**src/hdl/plc_io_pkg.sv**
```systemverilog
// constants, codes and register map of the plc slot assignment block
package plc_io_pkg;

  // ----------------------------------------------------------------
  // slot geometry
  // ----------------------------------------------------------------
  localparam int OUT_SLOTS = 6;
  localparam int IN_SLOTS = 3;
  localparam int OSEL_W = 5;              // output function code width
  localparam int ISEL_W = 4;              // input function code width
  localparam int OFN_N = 20;              // number of output functions
  localparam int IFN_N = 10;              // number of input functions
  localparam int OMAP_W = OUT_SLOTS * OSEL_W;
  localparam int IMAP_W = IN_SLOTS * ISEL_W;

  // ----------------------------------------------------------------
  // output function codes
  // ----------------------------------------------------------------
  localparam logic [4:0] OFN_SENSOR_PASS = 5'h00;
  localparam logic [4:0] OFN_PROG_STROBE = 5'h01;
  localparam logic [4:0] OFN_PROG_BIT0 = 5'h02;   // bits 1..3 follow
  localparam logic [4:0] OFN_PROG_BIT1 = 5'h03;
  localparam logic [4:0] OFN_PROG_BIT2 = 5'h04;
  localparam logic [4:0] OFN_MEASURING = 5'h06;
  localparam logic [4:0] OFN_SWITCH_S3 = 5'h07;   // s4..s6 follow
  localparam logic [4:0] OFN_TRIAL = 5'h0B;
  localparam logic [4:0] OFN_ERROR = 5'h0C;
  localparam logic [4:0] OFN_TARE_WARN = 5'h0D;
  localparam logic [4:0] OFN_CONFIG = 5'h0E;
  localparam logic [4:0] OFN_ACK_ALARM = 5'h0F;
  localparam logic [4:0] OFN_ACK_LOCK = 5'h10;
  localparam logic [4:0] OFN_ACK_PASS = 5'h11;
  localparam logic [4:0] OFN_ACK_FAIL = 5'h12;
  localparam logic [4:0] OFN_HOST_LOG = 5'h13;

  // ----------------------------------------------------------------
  // input function codes
  // ----------------------------------------------------------------
  localparam logic [3:0] IFN_TARE_X = 4'h0;
  localparam logic [3:0] IFN_TARE_Y = 4'h1;
  localparam logic [3:0] IFN_TARE_XY = 4'h2;
  localparam logic [3:0] IFN_CLR_STAT = 4'h3;
  localparam logic [3:0] IFN_SENSOR = 4'h4;
  localparam logic [3:0] IFN_TRIAL = 4'h5;
  localparam logic [3:0] IFN_ACK_BOTH = 4'h6;
  localparam logic [3:0] IFN_ACK_PASS = 4'h7;
  localparam logic [3:0] IFN_ACK_FAIL = 4'h8;
  localparam logic [3:0] IFN_ACK_ERR = 4'h9;

  // ----------------------------------------------------------------
  // factory default maps, slot 1 in the low bits
  // ----------------------------------------------------------------
  localparam logic [OMAP_W-1:0] OMAP_RST = {OFN_MEASURING, OFN_PROG_BIT2,
    OFN_PROG_BIT1, OFN_PROG_BIT0, OFN_PROG_STROBE, OFN_SENSOR_PASS};
  localparam logic [IMAP_W-1:0] IMAP_RST = {IFN_SENSOR, IFN_CLR_STAT, IFN_TARE_X};

  // ----------------------------------------------------------------
  // register map (byte addresses) and fields
  // ----------------------------------------------------------------
  localparam logic [7:0] ADDR_CTRL = 8'h00;
  localparam logic [7:0] ADDR_OMAP = 8'h04;
  localparam logic [7:0] ADDR_IMAP = 8'h08;
  localparam logic [7:0] ADDR_STAT = 8'h0C;
  localparam logic [7:0] ADDR_IRQ = 8'h10;
  localparam logic [7:0] ADDR_MASK = 8'h14;
  localparam int CTRL_SRC = 0;            // 1: fieldbus controls
  localparam int CTRL_RESTORE = 1;        // write one: defaults
  localparam int CTRL_CFG = 2;            // configuration mode
  localparam int CTRL_LOG = 3;            // host logging enabled
  localparam int IRQ_W = 4;
  localparam int IRQ_ERR = 0;
  localparam int IRQ_MEAS_END = 1;
  localparam int IRQ_MAP_DONE = 2;
  localparam int IRQ_EVAL = 3;

  // ----------------------------------------------------------------
  // map update sequencer
  // ----------------------------------------------------------------
  typedef enum logic [1:0] {UPD_IDLE, UPD_BLANK, UPD_APPLY} upd_state_t;

endpackage

```
**src/hdl/slot_if.sv**
```systemverilog
// carrier between the slot controller and the output slot mux
interface slot_if;
  import plc_io_pkg::*;
  logic [OMAP_W-1:0] sel;        // active output map
  logic [OFN_N-1:0] fn;          // current function levels
  logic [OUT_SLOTS-1:0] blank;   // slots forced low
  logic [OUT_SLOTS-1:0] slot_q;  // registered slot levels
  modport ctrl (output sel, output fn, output blank, input slot_q);
  modport mux (input sel, input fn, input blank, output slot_q);
endinterface

```
**src/hdl/pin_sync.sv**
```systemverilog
// two flip-flop synchroniser for the discrete plc inputs
module pin_sync #(
  parameter int W = 3
) (
  input wire logic i_clk,           // system clock
  input wire logic i_rst,           // async reset, high
  input wire logic [W-1:0] i_d,     // asynchronous pins
  output logic [W-1:0] o_q          // synchronised levels
);

  logic [W-1:0] meta_ff;            // first stage, read by o_q only

  // ----------------------------------------------------------------
  // two stages against metastability
  // ----------------------------------------------------------------
  always_ff @(posedge i_clk or posedge i_rst) begin
    if (i_rst) begin
      meta_ff <= '0;
      o_q <= '0;
    end else begin
      meta_ff <= i_d;
      o_q <= meta_ff;
    end
  end

endmodule // pin_sync

```
**src/hdl/out_slot_mux.sv**
```systemverilog
// per-slot function selection for the six assignable outputs
module out_slot_mux import plc_io_pkg::*; (
  input wire logic i_clk,   // system clock
  input wire logic i_rst,   // async reset, high
  slot_if.mux bus           // map, levels and slot outputs
);

  // pick one function level; unknown codes give a low output
  function automatic logic pick(input logic [OSEL_W-1:0] c,
                                input logic [OFN_N-1:0] f);
    pick = (c < OFN_N) ? f[c] : 1'b0;
  endfunction

  // ----------------------------------------------------------------
  // registered slot levels, blanked slots held low
  // ----------------------------------------------------------------
  always_ff @(posedge i_clk or posedge i_rst) begin
    if (i_rst) begin
      bus.slot_q <= '0;
    end else begin
      for (int s = 0; s < OUT_SLOTS; s++) begin
        bus.slot_q[s] <= bus.blank[s] ? 1'b0 : pick(bus.sel[s*OSEL_W +: OSEL_W], bus.fn);
      end
    end
  end

endmodule // out_slot_mux

```
**src/hdl/plc_io_signal_assignment.sv**
```systemverilog
// top level: slot assignment of plc and fieldbus control signals
//
// Our own choices: register access over APB and the address map.
module plc_io_signal_assignment import plc_io_pkg::*; (
  input wire logic I_CLK,                 // system clock 100 mhz
  input wire logic I_RST,                 // async reset, high
  input wire logic I_PSEL,                // apb select
  input wire logic I_PENABLE,             // apb access phase
  input wire logic I_PWRITE,              // apb write
  input wire logic [7:0] I_PADDR,         // apb byte address
  input wire logic [31:0] I_PWDATA,       // apb write data
  output logic [31:0] O_PRDATA,           // apb read data
  output logic O_PREADY,                  // apb ready
  output logic O_PSLVERR,                 // apb error
  input wire logic [IN_SLOTS-1:0] I_PLC_IN,   // discrete inputs, async
  input wire logic [IN_SLOTS-1:0] I_FB_IN,    // fieldbus control bits
  input wire logic I_MEAS_BUSY,           // measurement in progress
  input wire logic I_MEAS_START,          // start pulse
  input wire logic I_READY,               // ready status
  input wire logic I_OVERDRIVE,           // channel overdriven
  input wire logic I_BOOT_ERR,            // boot-up device fault
  input wire logic I_ERR_PERM,            // fault is permanent
  input wire logic I_SENSOR_PASS,         // sensor test passed
  input wire logic [3:0] I_PROG_NUM,      // selected program
  input wire logic I_PROG_VALID,          // program number valid
  input wire logic [3:0] I_SWITCH,        // switch signals s3..s6
  input wire logic I_TARE_LIMIT,          // tare limit reached
  input wire logic I_EVAL_DONE,           // evaluation pulse
  input wire logic I_EVAL_OK,             // evaluation result
  output logic [OUT_SLOTS-1:0] O_PLC_OUT, // discrete outputs
  output logic [OUT_SLOTS-1:0] O_FB_OUT,  // fieldbus status bits
  output logic O_TARE_X,                  // tare x pulse
  output logic O_TARE_Y,                  // tare y pulse
  output logic O_CLR_STAT,                // clear statistics pulse
  output logic O_SENSOR_CHECK,            // sensor check pulse
  output logic O_TRIAL_MODE,              // trial mode level
  output logic O_IRQ                      // interrupt level
);

  // ----------------------------------------------------------------
  // declarations
  // ----------------------------------------------------------------
  slot_if sif ();                          // carrier to slot mux
  logic [IN_SLOTS-1:0] plc_sync;           // synchronised pins
  logic [IN_SLOTS-1:0] src_lvl;            // selected source
  logic [IFN_N-1:0] fn_lvl;                // input function levels
  logic [IFN_N-1:0] fn_prev_ff;            // previous levels
  logic [IFN_N-1:0] fn_rise;               // rising edges
  logic [OMAP_W-1:0] omap_ff;              // active output map
  logic [OMAP_W-1:0] omap_sh_ff;           // software output map
  logic [IMAP_W-1:0] imap_ff;              // active input map
  logic [IMAP_W-1:0] imap_sh_ff;           // software input map
  logic pend_ff;                           // map change waiting
  upd_state_t upd_ff;                      // update sequencer
  upd_state_t nxt_upd;
  logic src_ff;                            // control source
  logic cfg_ff;                            // configuration mode
  logic log_ff;                            // host logging on
  logic err_ff;                            // error output state
  logic err_set;
  logic err_clr;
  logic pass_ff;                           // unacked pass
  logic fail_ff;                           // unacked fail
  logic trial_ff;                          // trial mode
  logic busy_prev_ff;                      // for measurement end
  logic [IRQ_W-1:0] irq_ff;                // sticky events
  logic [IRQ_W-1:0] mask_ff;               // interrupt enables
  logic [IRQ_W-1:0] irq_ev;
  logic wr;                                // apb write strobe
  logic rd_setup;                          // apb read setup
  logic known;                             // address decoded
  logic restore;                           // restore defaults
  logic map_wr;                            // any map write

  // an input function is active if any slot mapped to it is high
  function automatic logic in_hit(input logic [IMAP_W-1:0] m,
                                  input logic [IN_SLOTS-1:0] l,
                                  input logic [ISEL_W-1:0] c);
    in_hit = 1'b0;
    for (int s = 0; s < IN_SLOTS; s++) begin
      if (l[s] && m[s*ISEL_W +: ISEL_W] == c) begin
        in_hit = 1'b1;
      end
    end
  endfunction

  // ----------------------------------------------------------------
  // input path
  // ----------------------------------------------------------------
  pin_sync #(.W(IN_SLOTS)) u_sync (
    .i_clk(I_CLK),
    .i_rst(I_RST),
    .i_d(I_PLC_IN),
    .o_q(plc_sync)
  );

  // unselected source is ignored entirely
  assign src_lvl = src_ff ? I_FB_IN : plc_sync;

  // decode through the shared map, same for both sources
  always_comb begin
    for (int f = 0; f < IFN_N; f++) begin
      fn_lvl[f] = in_hit(imap_ff, src_lvl, ISEL_W'(f));
    end
  end

  assign fn_rise = fn_lvl & ~fn_prev_ff;

  // edge memory for the pulse functions
  always_ff @(posedge I_CLK or posedge I_RST) begin
    if (I_RST) begin
      fn_prev_ff <= '0;
    end else begin
      fn_prev_ff <= fn_lvl;
    end
  end

  // ----------------------------------------------------------------
  // requests to the instrument
  // ----------------------------------------------------------------
  // one pulse per rising edge; a held input does not repeat
  always_ff @(posedge I_CLK or posedge I_RST) begin
    if (I_RST) begin
      O_TARE_X <= 1'b0;
      O_TARE_Y <= 1'b0;
      O_CLR_STAT <= 1'b0;
      O_SENSOR_CHECK <= 1'b0;
    end else begin
      O_TARE_X <= fn_rise[IFN_TARE_X] | fn_rise[IFN_TARE_XY];
      O_TARE_Y <= fn_rise[IFN_TARE_Y] | fn_rise[IFN_TARE_XY];
      O_CLR_STAT <= fn_rise[IFN_CLR_STAT];
      O_SENSOR_CHECK <= fn_rise[IFN_SENSOR];
    end
  end

  // trial mode held while its input is high
  always_ff @(posedge I_CLK or posedge I_RST) begin
    if (I_RST) begin
      trial_ff <= 1'b0;
    end else begin
      trial_ff <= fn_lvl[IFN_TRIAL];
    end
  end

  assign O_TRIAL_MODE = trial_ff;

  // ----------------------------------------------------------------
  // error flag
  // ----------------------------------------------------------------
  assign err_set = (I_MEAS_START & ~I_READY) | I_OVERDRIVE | I_BOOT_ERR;
  // permanent faults survive the acknowledge
  assign err_clr = fn_rise[IFN_ACK_ERR] & err_ff & ~I_ERR_PERM;

  // new fault in the acknowledge cycle wins
  always_ff @(posedge I_CLK or posedge I_RST) begin
    if (I_RST) begin
      err_ff <= 1'b0;
    end else begin
      err_ff <= err_set | (err_ff & ~err_clr);
    end
  end

  // ----------------------------------------------------------------
  // acknowledge function
  // ----------------------------------------------------------------
  // a result stays pending until the controller acknowledges it
  always_ff @(posedge I_CLK or posedge I_RST) begin
    if (I_RST) begin
      pass_ff <= 1'b0;
      fail_ff <= 1'b0;
    end else begin
      if (I_EVAL_DONE && I_EVAL_OK) begin
        pass_ff <= 1'b1;
      end else if (fn_rise[IFN_ACK_BOTH] || fn_rise[IFN_ACK_PASS]) begin
        pass_ff <= 1'b0;
      end
      if (I_EVAL_DONE && !I_EVAL_OK) begin
        fail_ff <= 1'b1;
      end else if (fn_rise[IFN_ACK_BOTH] || fn_rise[IFN_ACK_FAIL]) begin
        fail_ff <= 1'b0;
      end
    end
  end

  // ----------------------------------------------------------------
  // output function levels
  // ----------------------------------------------------------------
  always_comb begin
    sif.fn = '0;
    sif.fn[OFN_SENSOR_PASS] = I_SENSOR_PASS;
    sif.fn[OFN_PROG_STROBE] = I_PROG_VALID;
    sif.fn[OFN_PROG_BIT0 +: 4] = I_PROG_NUM;
    sif.fn[OFN_MEASURING] = I_MEAS_BUSY;
    sif.fn[OFN_SWITCH_S3 +: 4] = I_SWITCH;
    sif.fn[OFN_TRIAL] = trial_ff;
    sif.fn[OFN_ERROR] = err_ff;
    sif.fn[OFN_TARE_WARN] = I_TARE_LIMIT;
    sif.fn[OFN_CONFIG] = cfg_ff;
    sif.fn[OFN_ACK_ALARM] = fail_ff;
    sif.fn[OFN_ACK_LOCK] = pass_ff | fail_ff;
    sif.fn[OFN_ACK_PASS] = pass_ff;
    sif.fn[OFN_ACK_FAIL] = fail_ff;
    sif.fn[OFN_HOST_LOG] = log_ff;
  end

  // ----------------------------------------------------------------
  // output path
  // ----------------------------------------------------------------
  assign sif.sel = omap_ff;

  // only slots whose assignment changes go low during an update
  always_comb begin
    for (int s = 0; s < OUT_SLOTS; s++) begin
      sif.blank[s] = (upd_ff != UPD_IDLE) &&
        (omap_ff[s*OSEL_W +: OSEL_W] != omap_sh_ff[s*OSEL_W +: OSEL_W]);
    end
  end

  out_slot_mux u_mux (
    .i_clk(I_CLK),
    .i_rst(I_RST),
    .bus(sif.mux)
  );

  // one register feeds both paths, so they never disagree
  assign O_PLC_OUT = sif.slot_q;
  assign O_FB_OUT = sif.slot_q;

  // ----------------------------------------------------------------
  // apb slave
  // ----------------------------------------------------------------
  assign wr = I_PSEL & I_PENABLE & I_PWRITE;
  assign rd_setup = I_PSEL & ~I_PENABLE & ~I_PWRITE;
  assign known = (I_PADDR == ADDR_CTRL) || (I_PADDR == ADDR_OMAP) ||
    (I_PADDR == ADDR_IMAP) || (I_PADDR == ADDR_STAT) ||
    (I_PADDR == ADDR_IRQ) || (I_PADDR == ADDR_MASK);
  assign O_PREADY = 1'b1;  // no wait states
  assign O_PSLVERR = I_PSEL & I_PENABLE & ~known;
  assign restore = wr && (I_PADDR == ADDR_CTRL) && I_PWDATA[CTRL_RESTORE];
  assign map_wr = wr && ((I_PADDR == ADDR_OMAP) || (I_PADDR == ADDR_IMAP));

  // read data captured in the setup cycle, stable in the access
  always_ff @(posedge I_CLK or posedge I_RST) begin
    if (I_RST) begin
      O_PRDATA <= '0;
    end else if (rd_setup) begin
      case (I_PADDR)
        ADDR_CTRL: O_PRDATA <= 32'({log_ff, cfg_ff, 1'b0, src_ff});
        ADDR_OMAP: O_PRDATA <= 32'(omap_sh_ff);
        ADDR_IMAP: O_PRDATA <= 32'(imap_sh_ff);
        ADDR_STAT: O_PRDATA <= {13'h0, src_lvl, 2'h0, sif.slot_q,
          2'h0, pend_ff, fail_ff, pass_ff, trial_ff, err_ff, I_MEAS_BUSY};
        ADDR_IRQ: O_PRDATA <= 32'(irq_ff);
        ADDR_MASK: O_PRDATA <= 32'(mask_ff);
        default: O_PRDATA <= 32'h00000000;  // unmapped reads zero
      endcase
    end
  end

  // control bits
  always_ff @(posedge I_CLK or posedge I_RST) begin
    if (I_RST) begin
      src_ff <= 1'b0;
      cfg_ff <= 1'b0;
      log_ff <= 1'b0;
    end else if (wr && I_PADDR == ADDR_CTRL) begin
      src_ff <= I_PWDATA[CTRL_SRC];
      cfg_ff <= I_PWDATA[CTRL_CFG];
      log_ff <= I_PWDATA[CTRL_LOG];
    end
  end

  // ----------------------------------------------------------------
  // software side maps
  // ----------------------------------------------------------------
  // restore wins over a map write in the same access
  always_ff @(posedge I_CLK or posedge I_RST) begin
    if (I_RST) begin
      omap_sh_ff <= OMAP_RST;
      imap_sh_ff <= IMAP_RST;
    end else if (restore) begin
      omap_sh_ff <= OMAP_RST;
      imap_sh_ff <= IMAP_RST;
    end else if (wr && I_PADDR == ADDR_OMAP) begin
      omap_sh_ff <= I_PWDATA[OMAP_W-1:0];
    end else if (wr && I_PADDR == ADDR_IMAP) begin
      imap_sh_ff <= I_PWDATA[IMAP_W-1:0];
    end
  end

  // ----------------------------------------------------------------
  // map update sequencer
  // ----------------------------------------------------------------
  // waits for a gap between measurements, blanks, then copies
  always_comb begin
    case (upd_ff)
      UPD_IDLE: nxt_upd = (pend_ff && !I_MEAS_BUSY) ? UPD_BLANK : UPD_IDLE;
      UPD_BLANK: nxt_upd = UPD_APPLY;
      UPD_APPLY: nxt_upd = UPD_IDLE;
      default: nxt_upd = UPD_IDLE;
    endcase
  end

  always_ff @(posedge I_CLK or posedge I_RST) begin
    if (I_RST) begin
      upd_ff <= UPD_IDLE;
    end else begin
      upd_ff <= nxt_upd;
    end
  end

  // a write during the copy keeps the request alive
  always_ff @(posedge I_CLK or posedge I_RST) begin
    if (I_RST) begin
      pend_ff <= 1'b0;
    end else if (map_wr || restore) begin
      pend_ff <= 1'b1;
    end else if (upd_ff == UPD_APPLY) begin
      pend_ff <= 1'b0;
    end
  end

  // active maps change only in the copy cycle
  always_ff @(posedge I_CLK or posedge I_RST) begin
    if (I_RST) begin
      omap_ff <= OMAP_RST;
      imap_ff <= IMAP_RST;
    end else if (upd_ff == UPD_APPLY) begin
      omap_ff <= omap_sh_ff;
      imap_ff <= imap_sh_ff;
    end
  end

  // ----------------------------------------------------------------
  // interrupts
  // ----------------------------------------------------------------
  always_ff @(posedge I_CLK or posedge I_RST) begin
    if (I_RST) begin
      busy_prev_ff <= 1'b0;
    end else begin
      busy_prev_ff <= I_MEAS_BUSY;
    end
  end

  always_comb begin
    irq_ev = '0;
    irq_ev[IRQ_ERR] = err_set & ~err_ff;
    irq_ev[IRQ_MEAS_END] = busy_prev_ff & ~I_MEAS_BUSY;
    irq_ev[IRQ_MAP_DONE] = (upd_ff == UPD_APPLY);
    irq_ev[IRQ_EVAL] = I_EVAL_DONE;
  end

  // write one to clear; an event in the same cycle stays set
  always_ff @(posedge I_CLK or posedge I_RST) begin
    if (I_RST) begin
      irq_ff <= '0;
    end else if (wr && I_PADDR == ADDR_IRQ) begin
      irq_ff <= (irq_ff & ~I_PWDATA[IRQ_W-1:0]) | irq_ev;
    end else begin
      irq_ff <= irq_ff | irq_ev;
    end
  end

  always_ff @(posedge I_CLK or posedge I_RST) begin
    if (I_RST) begin
      mask_ff <= '0;
    end else if (wr && I_PADDR == ADDR_MASK) begin
      mask_ff <= I_PWDATA[IRQ_W-1:0];
    end
  end

  assign O_IRQ = |(irq_ff & mask_ff);

endmodule // plc_io_signal_assignment

```
**config.mk**
```make
export PLATFORM = sky130hd
export DESIGN_NAME = plc_io_signal_assignment
export DESIGN_NICKNAME = d
export VERILOG_FILES = /design/src/hdl/plc_io_pkg.sv /design/src/hdl/slot_if.sv /design/src/hdl/pin_sync.sv /design/src/hdl/out_slot_mux.sv /design/src/hdl/plc_io_signal_assignment.sv
export SDC_FILE = /design/constraint.sdc
export NUM_CORES = 1
export LEC_CHECK = 0
export ABC_AREA = 1
export ABC_CLOCK_PERIOD_IN_PS = 5400
export BUFFER_PORTS_ARGS = -buffer_cell sky130_fd_sc_hd__buf_2
export CAP_MARGIN = 30
export CORE_MARGIN = 2
export CORE_UTILIZATION = 45
export DETAILED_ROUTE_END_ITERATION = 10
export GPL_TIMING_DRIVEN = 0
export PLACE_DENSITY = 0.63
export SYNTH_ARGS = -nofsm -noshare
export SYNTH_HDL_FRONTEND = slang
export SYNTH_SLANG_ARGS = --single-unit
```
**constraint.sdc**
```tcl
create_clock -name I_CLK -period 5.4 [get_ports I_CLK]
set_clock_uncertainty 0.2 [all_clocks]
set_input_delay 0.27 -clock I_CLK [delete_from_list [all_inputs] [get_ports I_CLK]]
set_output_delay 0.27 -clock I_CLK [all_outputs]
set_load 0.05 [all_outputs]
```
==> results of run 1 <==
[path summary, 6_finish.rpt]
| path | startpoint | end | slack (ns) |
|---|---|---|---|
| max | src_ff | err_ff | 2.86 |
| min | I_PENABLE | O_PRDATA[11] | 0.01 |
| max reg2reg | src_ff | err_ff | 2.86 |
| min reg2reg | u_sync.meta_ff[0] | u_sync.o_q[0] | 0.15 |
| max in group asynchronous | I_RST | O_PRDATA[14] | 3.94 |
| min in group asynchronous | I_RST | mask_ff[1] | 0.15 |
[what timing repair did]
action,in CTS,in global routing
endpoints found under the hold margin,96,0
hold buffers,41,0
resized for setup,0,0
[layout make-up]
class                      count  area [um^2]
clock buffer                  19        432.9
inverter                     128        488.0
buffer                        48        265.3
sequential                   158         3979
clock inverter                13        157.7
timing repair buffer         158         1018
tap                          234        292.8
multi-input combinational    807         3731
fill                        1795         8215
[layer usage]
layer	track usage	routed length, um	vias up
met5	0	0	-
met4	0.08579	633	0
met3	0.04620	2110	44
met2	0.4298	12200	340
met1	0.4281	12740	3879
li1	-	-	4004
[per-stage QoR]
stage                     hold WS (ns)  setup slack [ns]  std cells  cell area (um^2)
final                          0.01101             2.863       1565             10360
after global routing           0.04681             2.704       1565             10360
after CTS                     0.009133             2.890       1565             10360
after detailed placement       0.07372             3.163       1492              9364
after global placement          0.1324            -1.344       1491              9329
after floorplan                 0.1014            0.6999       1141              8456
[sequential cells by signal (all words and copies together) (netlist names), 2 cells and up]
register          cells
u_sync.o_q            3
imap_sh_ff           12
O_PRDATA             30
fn_prev_ff           10
upd_ff                2
mask_ff               4
omap_ff              30
irq_ff                4
u_sync.meta_ff        3
omap_sh_ff           30
imap_ff              12
u_mux.bus.slot_q      6
[cells by family after synthesis]
family,count (synthesis),synth area share
AO/OA/AOI/OAI,134,0.09608
XOR/XNOR,18,0.01865
buffers and inverters,176,0.08823
flip-flops,158,0.4708
multiplexers,1,0.001332
other,2,0.0008886
AND/OR/NAND/NOR,651,0.3241
[cells in the final DEF (no fill, tap or decap), types with 10 or more instances in the layout]
master         netlist  routed
clkbuf_1            21      23
nand4_1             13      13
inv_1              125     124
dfrtp_1            138     138
nand3_1            144     144
buf_4               13      13
xnor2_1             18      18
buf_2               10     126
o211ai_1            30      30
o21ai_2             10      10
nor2_1              63      63
dlygate4sd3_1        0      41
dfstp_2             20      20
clkbuf_16            0      17
a21oi_1             28      28
o21ai_0             54      54
nand2_1            413     413
[critical path: stages, from the launching register on]
cell and delay [ns]:
dfrtp_1 0.47, inv_1 0.14, nand2_1 0.06, nand2_1 0.18
inv_1 0.13, nor2_1 0.18, nand2_1 0.08, nand3_1 0.12
nand2_1 0.13, nand2_1 0.08, nand2_1 0.06, dlygate4sd3_1 0.56
[power groups by stage]
stage | Clock (uW) | Sequential (uW) | Combinational [uW]
floorplan | 0 | 1790 | 1150
global placement | 0 | 1740 | 1630
detailed placement | 0 | 1740 | 1650
CTS | 1250 | 1730 | 1680
global route | 1300 | 1770 | 1910
finish | 1240 | 1740 | 1700
[synthesized netlist by cell type (all sizes together)]
| master | n | share of area |
|---|---|---|
| a211oi | 1 | 0.00089 |
| a21o | 2 | 0.0018 |
| a21oi | 28 | 0.017 |
| buf | 27 | 0.022 |
| clkbuf | 21 | 0.0093 |
| clkinv | 1 | 0.00044 |
| conb | 2 | 0.00089 |
| dfrtp | 138 | 0.41 |
| dfstp | 20 | 0.062 |
| inv | 127 | 0.056 |
| mux2 | 1 | 0.0013 |
| nand2 | 416 | 0.19 |
| nand3 | 145 | 0.086 |
| nand4 | 13 | 0.0096 |
| nor2 | 68 | 0.033 |
| nor3 | 6 | 0.0055 |
| o2111ai | 2 | 0.0021 |
| o211ai | 31 | 0.028 |
| o21ai | 65 | 0.043 |
| o22ai | 5 | 0.0037 |
| or2 | 3 | 0.0022 |
| xnor2 | 18 | 0.019 |
==> out/metrics.cfg, run 1 <==
[run_status]
outcome=complete, no violations

[timing]
hold_viol=0
rsz0062_at_grt=no
maxSlewHeadroom=0.4555
finalCritPeriodShare=0.4698
clock.fmax_mhz=394.1
fin_crit_ns=2.537
worst_pin_slew_ns=0.8105
final_max_slew_viol_count=0
setup_viol=0
tns_ns=0

[yosys]
netlist_area_um2=8452
syn_area_per_cell_um2=7.414
syn_inst=1140
yosys_warnings=0
yosysSeqAreaShare=0.4708
yosysUniqueCellTypes=36
synth_seq_cells=158

[clock_network]
postCtsSetupRepairBufs=0
clk_path_buf_depth=2
cts_buffers=17
cts.clk_slew.worst_paths_ns=0.07
clkSinkCount=158
clkLatencyLatePin_ns=0.44
cts_tree=done
cts_root_buffer=clkbuf_16
htree_num_levels=4

[detailed_routing]
viasPerCell=5.282
drc=0
wl_per_cell_um=17.69
first_pass_iters=6
drt_iter0_drc=893
antenna_left=0
vias=8267
totalWireLength_um=27680

[job]
drv_cap=0

[global_routing]
grt_max_degree=119
grt_pass1_vias=7731
grt_pass1_wl_um=43280
grt_overflow=0
grt_antenna_before_repair=0
grt_usage=0.2865

[floorplan]
start_util=0.4549
std_cell_rows=50
ios=122
dieArea_um2=19890
die_h_um=141.0
coreArea_um2=18580
fp.dieW_um=141.0

[pwr]
internal_power_uw=2730
pwr-share-seq=0.371
power_switching_uw=1949
ir_worst_vdd_mv=0.3185
clock_power_share=0.265
p_comb_frac=0.364
power.density_nw_per_um2=451.4
p_sw_frac=0.4165
finalPower_uw=4678
leakagePower_uw=0.005600

[worst_setup_path]
path_class=flop to flop
cp-start-kind=flop
critPathCaptureType=flop
critPathMaxFanout=6
worst-endpoint-required_ns=5.52
worst_r2r_path_depth=11
crit_arrival_ns=2.66

[finish]
diodes=0
finish.utilization=0.5578
layout-drive-gt1-share=0.1660
final_nets=1388
synthToLayoutAreaGrowth_pct=22.63

[placement]
io_buffers=116
place_congestion=0.9013
dpl.hpwl_um=19730

[hold_path]
holdPathStages=4
worstHoldPathType=primary input to flop

Note: power is estimated with default switching activity, not from simulation.
==> inputs of run 2 (changes only) <==
--- a/config.mk
+++ b/config.mk
@@ -6,7 +6,7 @@
 export NUM_CORES = 1
 export LEC_CHECK = 0
 export ABC_AREA = 1
-export ABC_CLOCK_PERIOD_IN_PS = 5400
+export ABC_CLOCK_PERIOD_IN_PS = 2400
 export BUFFER_PORTS_ARGS = -buffer_cell sky130_fd_sc_hd__buf_2
 export CAP_MARGIN = 30
 export CORE_MARGIN = 2
==> constraint.sdc (replaced) <==
create_clock -name I_CLK -period 2.4 [get_ports I_CLK]
set_clock_uncertainty 0.2 [all_clocks]
set_input_delay 0.12 -clock I_CLK [delete_from_list [all_inputs] [get_ports I_CLK]]
set_output_delay 0.12 -clock I_CLK [all_outputs]
set_load 0.05 [all_outputs]
==> out/metrics.cfg, run 2 (synthesis results as in run 1) <==
[pwr]
finalPower_uw=10510
leakagePower_uw=0.005642
power.density_nw_per_um2=1006
ir_worst_vdd_mv=0.5784

[finish]
layout-drive-gt1-share=0.1690
layout.cells.most_common_list=nand2_1 (413), nand3_1 (144), dfrtp_1 (138)
diodes=0
final_nets=1394
top_regs=O_PRDATA x30, omap_ff x30, omap_sh_ff x30
final_common_cell=nand2_1
fin_area_um2=10460
synthToLayoutAreaGrowth_pct=23.70

[timing]
maxSlewHeadroom=0.4646
hold_viol=0
fin_ws_ns=0.2864
setup_viol=0
fin_hold_ws_ns=0.03636
fin_crit_ns=2.114
worst_pin_slew_ns=0.7970
final_max_slew_viol_count=0
finalCritPeriodShare=0.8807
tns_ns=0
rsz0062_at_grt=no
clock.fmax_mhz=473.1

[clock_network]
postCtsSetupRepairBufs=0
clk_path_buf_depth=2
cts_buffers=17
ctsHoldBuffers=44
clkLatencyLatePin_ns=0.43
clkSinkCount=158
cts_resized=0
htree_num_levels=4
cts_root_buffer=clkbuf_16
cts_tree=done
cts.clk_slew.worst_paths_ns=0.07

[global_routing]
grt_overflow=0
grt_usage=0.2811
grt_pass1_wl_um=42270
grt_max_degree=37
grt_antenna_before_repair=0
grt_pass1_vias=7536

[placement]
io_buffers=116
place_congestion=0.9544
placed_area_um2=9413
dp_slack_ns=0.3389
dpl.hpwl_um=20110

[detailed_routing]
first_pass_iters=6
vias=8267
antenna_left=0
wl_per_cell_um=17.34
drt_iter0_drc=773
drc=0
totalWireLength_um=27250
viasPerCell=5.262

[floorplan]
ios=122
std_cell_rows=50
fp.dieW_um=141.0
dieArea_um2=19890
start_util=0.4549
die_h_um=141.0
coreArea_um2=18580

[hold_path]
hp-start=I_PADDR[0]
worstHoldPathType=primary input to flop
whs_endpoint=imap_sh_ff[4]
holdPathStages=6

[worst_setup_path]
critPathMaxFanout=9
worst_r2r_path_depth=6
cpMostUsedCell=nand2_1
r2r-end=u_mux.bus.slot_q[2]
cp_top_family=flip-flops
crit_chain=clkinv_1 -> o211ai_1 -> nand2_1 -> nand2_1 -> nand2_1 -> a21oi_1
r2r_start=fail_ff
crit_arrival_ns=2.22
cpMaxStageDelayCell=dfrtp_1
cp_num_buf_inv=1
slowest_delay_ns=0.59
path_class=flop to flop
cp-start-kind=flop
critPathCaptureType=flop
r2r_slack_ns=0.29
worst-endpoint-required_ns=2.50

[run_status]
outcome=complete, no violations

[job]
drv_cap=0

-- run 2: per-stage QoR --
| stage | instances | util |
|---|---|---|
| floorplan | 1141 | - |
| global placement | 1491 | 0.5023 |
| detailed placement | 1495 | 0.5066 |
| CTS | 1571 | 0.5627 |
| global route | 1571 | 0.5627 |
| finish | 1571 | 0.5627 |
-- run 2: how the worst max path moves through the flow --
stage	end	from	depth (start not counted)	slack, ns
5_1_grt	O_TARE_X	src_ff	9	0.15
3_3_place_gp	omap_ff[20]	I_RST	2	-1.0
3_5_place_dp	O_TARE_Y	src_ff	9	0.34
2_1_floorplan	O_CLR_STAT	I_RST	1	0.1
6_report	u_mux.bus.slot_q[2]	fail_ff	6	0.29
4_1_cts	imap_ff[3]	upd_ff[1]	4	0.32
-- run 2: final cells by class --
type	count	area, um^2
clock buffer	17	425.4
timing repair buffer	164	1101
sequential	158	3979
clock inverter	15	176.4
buffer	48	265.3
multi-input combinational	807	3731
tap	234	292.8
fill	1813	8125
inverter	128	484.2
-- run 2: worst register-to-register path, stage by stage (launching register included) --
cell and delay [ns]:
dfrtp_1 0.59, clkinv_1 0.44, o211ai_1 0.29, nand2_1 0.08, nand2_1 0.06, nand2_1 0.04, a21oi_1 0.29
-- run 2: where the power goes --
part | switching (uW) | internal, uW
sequential | 630 | 3290
clock | 1200 | 1570
combinational | 2520 | 1300
-- run 2: per-layer routing --
layer  part of all wire  GRT usage
met3              0.073    0.05673
met4              0.031     0.1000
met1               0.46     0.4119
met2               0.43     0.4157
met5                  0          0
